$ cat src/trpc_regs.vh
// Constants for the trace resource pause control block.
// Assumes a 32-bit AXI4-Lite register bus and a single system clock.
`ifndef TRPC_REGS_VH
`define TRPC_REGS_VH
// ==========================================================================
// Register byte offsets
`define TRPC_CTRL_OFF    8'h00
`define TRPC_STAT_OFF    8'h04
`define TRPC_XOUT_OFF    8'h08
// ==========================================================================
// Field positions
`define TRPC_CTRL_EN     0
`define TRPC_CTRL_LOCK   1
`define TRPC_STAT_RUN    0
`define TRPC_STAT_PSNG   1
`define TRPC_STAT_PSD    2
`define TRPC_STAT_PMST   3
`define TRPC_STAT_SEQ    4
`define TRPC_STAT_CZ     8
// ==========================================================================
// Reset values and answers
`define TRPC_CTRL_RST    2'h0
`define TRPC_RESP_OKAY   2'h0
`define TRPC_RESP_SLVERR 2'h2
`define TRPC_ZERO32      32'h0000_0000
`endif

$ cat src/trpc_top.v
// Resource run/pause control for a trace unit filtering block.
// Assumes the core drives its status inputs synchronous to clk_sys and
// software reaches control and status over AXI4-Lite.
// Summary of operation
// - Exactly one of Running, Pausing, Paused
// - Paused: all static except external input selectors
// - Disabled when enable clear or lock set
// - Running to Pausing on disable, lowpower, prohibited
// - Pausing always reaches Paused in bounded time
// - Paused to Running only when all clear
// - Buffer overflow never affects resource state
// - Pausing forces non-counter, non-sequencer inputs low
// - Held pre-force values still propagate through selectors
// - Then counters, sequencer propagate once more; Paused
// - Looped counter activations may drop at end
// - Register view matches counter, sequencer events
// - Paused and enabled: keep in-transit events; here counters and sequencer ignore events once Paused, enabled or not
// - Paused may delay in-transit event observation
// - Paused: resources hold, external outputs low
// - Stable flag set only when disabled and Paused
// - Stable flag high: everything stays quiescent
// - Sync completes after comparators finish older work
// - Precise resources evaluated once per block; here only blocks arriving while Running are evaluated
// - Precise resources kept in program order
// - Selector one true while Running
//
// Added by the designer: the AXI4-Lite register port and the register addresses.
`default_nettype none
`include "trpc_regs.vh"

module trpc_top #(
  parameter NRES  = 8,   // Non-counter resource inputs
  parameter NCNT  = 4,   // Counters
  parameter NSEQ  = 4,   // Sequencer states
  parameter NXOUT = 4    // External outputs
) (
  input  wire              clk_sys,
  input  wire              sys_rst,
  // Core side status
  input  wire              low_power,
  input  wire              prohibited_region,
  input  wire              buf_overflow,
  // Resource producers
  input  wire [NRES-1:0]   res_in,
  input  wire [NCNT-1:0]   cnt_dec,
  input  wire [NCNT-1:0]   cnt_load,
  input  wire [NSEQ-1:0]   seq_goto,
  input  wire [NXOUT-1:0]  xout_req,
  // Instruction block flow
  input  wire              blk_valid,
  input  wire              cmp_busy,
  input  wire              sync_req,
  // Results
  output reg  [NRES-1:0]   sel_res,
  output reg  [NCNT-1:0]   sel_cnt_zero,
  output reg  [NSEQ-1:0]   sel_seq,
  output reg               sel_one,
  output reg  [NXOUT-1:0]  ext_out,
  output reg               blk_eval,
  output reg               sync_done,
  // AXI4-Lite slave
  input  wire [7:0]        s_axi_awaddr,
  input  wire              s_axi_awvalid,
  output reg               s_axi_awready,
  input  wire [31:0]       s_axi_wdata,
  input  wire [3:0]        s_axi_wstrb,
  input  wire              s_axi_wvalid,
  output reg               s_axi_wready,
  output reg  [1:0]        s_axi_bresp,
  output reg               s_axi_bvalid,
  input  wire              s_axi_bready,
  input  wire [7:0]        s_axi_araddr,
  input  wire              s_axi_arvalid,
  output reg               s_axi_arready,
  output reg  [31:0]       s_axi_rdata,
  output reg  [1:0]        s_axi_rresp,
  output reg               s_axi_rvalid,
  input  wire              s_axi_rready
);

  // ========================================================================
  // States, one-hot
  localparam [2:0] ST_RUN  = 3'h1;
  localparam [2:0] ST_PSNG = 3'h2;
  localparam [2:0] ST_PSD  = 3'h4;
  // Pausing steps, one-hot: held values, then counter/sequencer pass
  localparam [1:0] PS_HOLD = 2'h1;
  localparam [1:0] PS_LOOP = 2'h2;

  reg [2:0]      state_r;       // Resource operating state
  reg [2:0]      state_nxt;
  reg [1:0]      pstep_r;       // Pausing step
  reg [1:0]      pstep_nxt;
  reg [1:0]      ctrl_r;        // Enable and lock bits
  reg [NRES-1:0] res_hold_r;    // Inputs sampled before forcing low
  reg [NCNT-1:0] cnt_nz_r;      // Counter non-zero state
  reg [NSEQ-1:0] seq_r;         // Sequencer state, one-hot
  reg            pm_stable_r;   // Programmers model stable
  reg            wr_aw_r;       // Write address captured
  reg            wr_w_r;        // Write data captured
  reg [7:0]      awaddr_r;
  reg [31:0]     wdata_r;
  reg [3:0]      wstrb_r;

  // ========================================================================
  // Disable and pause conditions
  wire trace_program_enable = ctrl_r[`TRPC_CTRL_EN];
  wire os_lock_set          = ctrl_r[`TRPC_CTRL_LOCK];
  wire unit_disabled = ~trace_program_enable | os_lock_set;
  // Overflow deliberately takes no part here
  wire pause_cond = unit_disabled | low_power | prohibited_region;
  wire active     = state_r == ST_RUN;
  // Counters and sequencer keep going in Pausing, frozen once Paused
  wire cs_live    = (state_r != ST_PSD) & ~pm_stable_r;

  // Reads as unused on purpose; overflow is watched by other logic
  wire unused_ok = buf_overflow;

  // ========================================================================
  // Next state
  always @* begin
    state_nxt = state_r;
    pstep_nxt = pstep_r;
    case (state_r)
      ST_RUN: begin
        if (pause_cond) begin
          state_nxt = ST_PSNG;
          pstep_nxt = PS_HOLD;
        end
      end
      ST_PSNG: begin
        // Two fixed steps bound the time in Pausing
        case (pstep_r)
          PS_HOLD: pstep_nxt = PS_LOOP;
          PS_LOOP: begin
            state_nxt = ST_PSD;
            pstep_nxt = PS_HOLD;
          end
          default: state_nxt = ST_PSD;
        endcase
      end
      ST_PSD: begin
        if (!pause_cond) state_nxt = ST_RUN;
      end
      default: state_nxt = ST_PSD;
    endcase
  end

  // ========================================================================
  // State registers
  always @(posedge clk_sys) begin
    if (sys_rst) begin
      state_r <= ST_PSD;
      pstep_r <= PS_HOLD;
    end else begin
      state_r <= state_nxt;
      pstep_r <= pstep_nxt;
    end
  end

  // ========================================================================
  // Input capture: held only while Running, so Pausing still sees the
  // last live values once the raw inputs are forced low
  always @(posedge clk_sys) begin
    if (sys_rst) res_hold_r <= {NRES{1'b0}};
    else if (active) res_hold_r <= res_in;
  end

  // ========================================================================
  // Counters and sequencer, reduced to what the selectors observe
  genvar gi;
  generate
    for (gi = 0; gi < NCNT; gi = gi + 1) begin : g_cnt
      always @(posedge clk_sys) begin
        if (sys_rst) cnt_nz_r[gi] <= 1'b0;
        else if (cs_live) begin
          if (cnt_load[gi]) cnt_nz_r[gi] <= 1'b1;
          else if (cnt_dec[gi]) cnt_nz_r[gi] <= 1'b0;
        end
      end
    end
  endgenerate

  always @(posedge clk_sys) begin
    if (sys_rst) seq_r <= {{(NSEQ-1){1'b0}}, 1'b1};
    else if (cs_live && (seq_goto != {NSEQ{1'b0}})) seq_r <= seq_goto;
  end

  // ========================================================================
  // Selector outputs; a late loop activation at the end of Pausing may
  // miss this pass, which is accepted
  always @(posedge clk_sys) begin
    if (sys_rst) begin
      sel_res      <= {NRES{1'b0}};
      sel_cnt_zero <= {NCNT{1'b0}};
      sel_seq      <= {NSEQ{1'b0}};
      sel_one      <= 1'b0;
    end else begin
      case (state_r)
        ST_RUN:  sel_res <= res_in;
        ST_PSNG: sel_res <= (pstep_r == PS_HOLD) ? res_hold_r
                                                 : {NRES{1'b0}};
        default: sel_res <= sel_res;
      endcase
      // Same registers feed status, so both views agree
      sel_cnt_zero <= ~cnt_nz_r;
      sel_seq      <= seq_r;
      sel_one      <= state_nxt == ST_RUN;
    end
  end

  // ========================================================================
  // External outputs are low whenever not Running
  always @(posedge clk_sys) begin
    if (sys_rst) ext_out <= {NXOUT{1'b0}};
    else ext_out <= (state_nxt == ST_RUN) ? xout_req : {NXOUT{1'b0}};
  end

  // ========================================================================
  // Stable flag: never ahead of disabled-and-Paused
  always @(posedge clk_sys) begin
    if (sys_rst) pm_stable_r <= 1'b0;
    else pm_stable_r <= unit_disabled & (state_r == ST_PSD);
  end

  // ========================================================================
  // Precise path: one evaluation per block arriving while Running, in arrival order; a sync
  // completes only once the comparators have drained older work
  always @(posedge clk_sys) begin
    if (sys_rst) begin
      blk_eval  <= 1'b0;
      sync_done <= 1'b0;
    end else begin
      blk_eval  <= blk_valid & active;
      sync_done <= sync_req & ~cmp_busy;
    end
  end

  // ========================================================================
  // AXI4-Lite write side; address and data taken in either order
  wire wr_go = wr_aw_r & wr_w_r & ~s_axi_bvalid;
  always @(posedge clk_sys) begin
    if (sys_rst) begin
      wr_aw_r       <= 1'b0;
      wr_w_r        <= 1'b0;
      awaddr_r      <= 8'h00;
      wdata_r       <= `TRPC_ZERO32;
      wstrb_r       <= 4'h0;
      s_axi_awready <= 1'b0;
      s_axi_wready  <= 1'b0;
      s_axi_bvalid  <= 1'b0;
      s_axi_bresp   <= `TRPC_RESP_OKAY;
      ctrl_r        <= `TRPC_CTRL_RST;
    end else begin
      s_axi_awready <= ~wr_aw_r & ~s_axi_awready & ~s_axi_bvalid;
      s_axi_wready  <= ~wr_w_r & ~s_axi_wready & ~s_axi_bvalid;
      if (s_axi_awvalid && s_axi_awready) begin
        wr_aw_r  <= 1'b1;
        awaddr_r <= s_axi_awaddr;
        s_axi_awready <= 1'b0;
      end
      if (s_axi_wvalid && s_axi_wready) begin
        wr_w_r  <= 1'b1;
        wdata_r <= s_axi_wdata;
        wstrb_r <= s_axi_wstrb;
        s_axi_wready <= 1'b0;
      end
      if (wr_go) begin
        wr_aw_r      <= 1'b0;
        wr_w_r       <= 1'b0;
        s_axi_bvalid <= 1'b1;
        if (awaddr_r == `TRPC_CTRL_OFF) begin
          s_axi_bresp <= `TRPC_RESP_OKAY;
          if (wstrb_r[0]) ctrl_r <= wdata_r[1:0];
        end else begin
          s_axi_bresp <= `TRPC_RESP_SLVERR;
        end
      end else if (s_axi_bvalid && s_axi_bready) begin
        s_axi_bvalid <= 1'b0;
      end
    end
  end

  // ========================================================================
  // AXI4-Lite read side
  reg [31:0] stat_word;
  always @* begin
    stat_word = `TRPC_ZERO32;
    stat_word[`TRPC_STAT_RUN]  = state_r == ST_RUN;
    stat_word[`TRPC_STAT_PSNG] = state_r == ST_PSNG;
    stat_word[`TRPC_STAT_PSD]  = state_r == ST_PSD;
    stat_word[`TRPC_STAT_PMST] = pm_stable_r;
    stat_word[`TRPC_STAT_SEQ +: NSEQ] = seq_r;
    stat_word[`TRPC_STAT_CZ +: NCNT]  = ~cnt_nz_r;
  end

  always @(posedge clk_sys) begin
    if (sys_rst) begin
      s_axi_arready <= 1'b0;
      s_axi_rvalid  <= 1'b0;
      s_axi_rdata   <= `TRPC_ZERO32;
      s_axi_rresp   <= `TRPC_RESP_OKAY;
    end else begin
      s_axi_arready <= ~s_axi_arready & ~s_axi_rvalid;
      if (s_axi_arvalid && s_axi_arready) begin
        s_axi_arready <= 1'b0;
        s_axi_rvalid  <= 1'b1;
        s_axi_rresp   <= `TRPC_RESP_OKAY;
        case (s_axi_araddr)
          `TRPC_CTRL_OFF: s_axi_rdata <= {30'h0000_0000, ctrl_r};
          `TRPC_STAT_OFF: s_axi_rdata <= stat_word;
          `TRPC_XOUT_OFF: s_axi_rdata <= {{(32-NXOUT){1'b0}}, ext_out};
          default: begin
            s_axi_rdata <= `TRPC_ZERO32;
            s_axi_rresp <= `TRPC_RESP_SLVERR;
          end
        endcase
      end else if (s_axi_rvalid && s_axi_rready) begin
        s_axi_rvalid <= 1'b0;
      end
    end
  end

endmodule // trpc_top
`default_nettype wire

$ cat config.mk
export PLATFORM = sky130hd
export DESIGN_NAME = trpc_top
export DESIGN_NICKNAME = d
export VERILOG_FILES = /design/src/trpc_top.v
export VERILOG_INCLUDE_DIRS = /design/src
export SDC_FILE = /design/constraint.sdc
export NUM_CORES = 1
export LEC_CHECK = 0
export BUFFER_PORTS_ARGS = -buffer_cell sky130_fd_sc_hd__clkbuf_2
export CORE_ASPECT_RATIO = 1.2
export CORE_MARGIN = 1
export CORE_UTILIZATION = 50
export DETAILED_ROUTE_END_ITERATION = 10
export MAX_ROUTING_LAYER = met4
export PLACE_DENSITY = 0.85
export SYNTH_ARGS = -nofsm -noshare
export SYNTH_HDL_FRONTEND = slang
export SYNTH_SLANG_ARGS = --single-unit
$ cat constraint.sdc
create_clock -name clk_sys -period 2.1 [get_ports clk_sys]
set_input_delay 0.42 -clock clk_sys [delete_from_list [all_inputs] [get_ports clk_sys]]
set_output_delay 0.42 -clock clk_sys [all_outputs]
set_load 0.01 [all_outputs]
==> results.ini <==
[sta]
hold_violations = 0
layout_min_cycle_time_ns = 1.727
finalSetupTns_ns = 0
skew_ns = 0.007252
hold_slack_ns = 0.2299
slew_violations = 0
worst_slack_ns = 0.3735
fin_crit_sh_pct = 82.22
relSlewSlack_pct = 62.14
tightest_slew_ns = 0.5671
rsz0062_at_grt = false
timing.fmax_ghz = 0.5792
setup_viol = 0

[clock_tree]
clock-sinks = 79
ctsRootBufferMaster = clkbuf_8
ctsHoldBuffers = 0
cts-resized-gates = 0
cts_made_buffers = 9
clock_latency_ns = 0.34
cts_setup_buffers = 0
cts_tree = built
h-tree-depth = 3
clockBufferDepth = 2
clk_pin_slew_worst_paths_ns = 0.08

[synthesis]
ys_types = 49
avgSynthCellArea_um2 = 8.788
netlist_area_um2 = 3313
synth_ff_type = dfxtp_1
synth_most_common_cell = dfxtp_1
synth_common_cells = dfxtp_1 (79), nand2_1 (50), a21oi_1 (41), buf_4 (22), nor2_1 (17)
synth_top_area_cell = dfxtp_1
ys_seq_area_share_pct = 47.73
synth-seq-cells = 79
syn_inst = 377
synth_top_area_share_pct = 47.73
synthArstFlopShare_pct = 0
yosys_warnings = 0
synth.area.top_cells = dfxtp_1 (48%), a21oi_1 (6.2%), nand2_1 (5.7%)
synth-edff-count = 0

[global_route]
antenna_found_initial = 0
grt_pass1_wl_um = 12320
gr-total-overflow = 0
grt_pass1_vias = 2757
grt_start_max_net_pins = 27
track_usage_pct = 22.34

[run_status]
status = finished clean

[drt]
wire_per_inst_um = 12.80
viasPerCell = 5.207
drtAntennaViolNets = 0
drt_wl_total_um = 7118
vias = 2895
first_iter_violations = 93
drc = 0
drtPass1Iterations = 4

[power]
powerDensity_nw_per_um2 = 685.8
leakagePower_uw = 0.001642
ir_worst_vdd_v = 0.0003695

[cells_and_area]
n_fill_cell = 580
drive_above_1_share_pct = 28.45
layout.cells.non_filler = 556
layout.nets = 555
syn_to_final_growth_pct = 19.30
diodes = 0
fin_area_um2 = 3953

[placement]
dpl.hpwl_um = 5162
dp_slack_ns = 0.3594
place_area_um2 = 3787
place_congestion = 0.7720
io_buffers = 96
dp.cells = 540

[floorplan]
initial_core_util_pct = 51.72
die_w_um = 76.31
coreArea_um2 = 6406
num_rows = 32
die-area_um2 = 6957
ios = 153
fp.dieH_um = 91.17

[worst_setup_path]
cp_max_fo = 17
path_buf_inv = 0
end_kind = flop
cp.required_ns = 2.33
rrSetupSlack_ns = 0.37
start_kind = flop
worst-setup-path-type = flop to flop
cp.arrival_ns = 1.96
slowest_delay_ns = 0.69
cp_top_family = flip-flops
crit_slowest_cell = dfxtp_1
crit_path_cell_trace = nor3b_2, nor3_1, mux2_2

[min_path]
holdCritPathClass = input port to flop

[flow_run]
drv_cap = 0

[cell type report]
| cell class | instances | area (um2) | share of cell area, % |
|---|---|---|---|
| clock buffer | 10 | 127.6 | 3.229 |
| clock inverter | 6 | 37.54 | 0.9497 |
| inverter | 9 | 33.78 | 0.8547 |
| multi-input combinational | 260 | 1503 | 38.02 |
| sequential | 79 | 1582 | 40.01 |
| tap | 85 | 106.4 | 2.691 |
| timing repair buffer | 107 | 563.0 | 14.25 |
[report_power, final]
| part | switching (uW) | internal, uW | leakage (uW) |
|---|---|---|---|
| sequential | 26.1 | 1530 | 0.000641 |
| combinational | 117 | 80.4 | 0.000922 |
| clock | 538 | 423 | 0.0000781 |
| total | 681 | 2030 | 0.00164 |
[sequential cells by signal (all words and copies together) (netlist names), 2 cells and up]
signal	flops
res_hold_r	8
seq_r	4
cnt_nz_r	4
awaddr_r	8
sel_res	8
wdata_r	2
state_r	3
ext_out	4
pstep_r	2
sel_seq	4
ctrl_r	2
s_axi_rdata	12
sel_cnt_zero	4
[metal layers]
metal	wire, um	vias up	track usage (%)
met5	0	-	-
met4	121	0	9.295
met3	349	9	3.518
met2	3505	87	38.14
met1	3143	1344	26.01
li1	-	1455	-
[logic make-up (layout without fill, tap and decap cells)]
kind of cell / Yosys count / count (layout) / synth area share [%]
xor+xnor: 1 / 1 / 0.2644
simple gates: 152 / 152 / 25.53
flops: 79 / 79 / 47.73
compound gates: 80 / 80 / 15.30
mux: 5 / 5 / 1.586
buf+inv: 59 / 132 / 9.479
other cells: 1 / 22 / 0.1132
[through the flow]
stage                     total power (uW)  utilization (%)
after CTS                             2726            61.70
after detailed placement              1784            59.12
after global routing                  2828            61.70
after global placement                1779            59.12
final                                 2711            61.70
after floorplan                       1718                -
[layout by cell type (no fill, tap or decap), drive strengths merged, types with 2 or more instances in the layout]
cell type,n
o21ai,6
clkbuf,106
nor4,6
and3,2
mux2i,3
conb,22
nor3b,11
and2,5
a211oi,3
nand4b,5
o32ai,4
a21oi,41
a2111oi,7
nor2,17
nand3,15
clkinv,4
clkinvlp,3
mux2,2
nand4,5
buf,11
and3b,6
or3b,2
nor3,6
nor2b,7
nand2b,10
inv,8
or4,2
nand2,50
o31ai,8
dfxtp,79
[worst paths after layout]
kind                                               start                    endpoint  cells after the start
worst max-delay path               state_r[0]$_SDFF_PP0_       seq_r[2]$_SDFFE_PP0P_                      3
worst min-delay path                            cmp_busy        sync_done$_SDFF_PP0_                      2
worst max register to register     state_r[0]$_SDFF_PP0_       seq_r[2]$_SDFFE_PP0P_                      3
worst min register to register  cnt_nz_r[2]$_SDFFE_PP0P_  sel_cnt_zero[2]$_SDFF_PP0_                      1
Power figures use the tool's default switching activity.
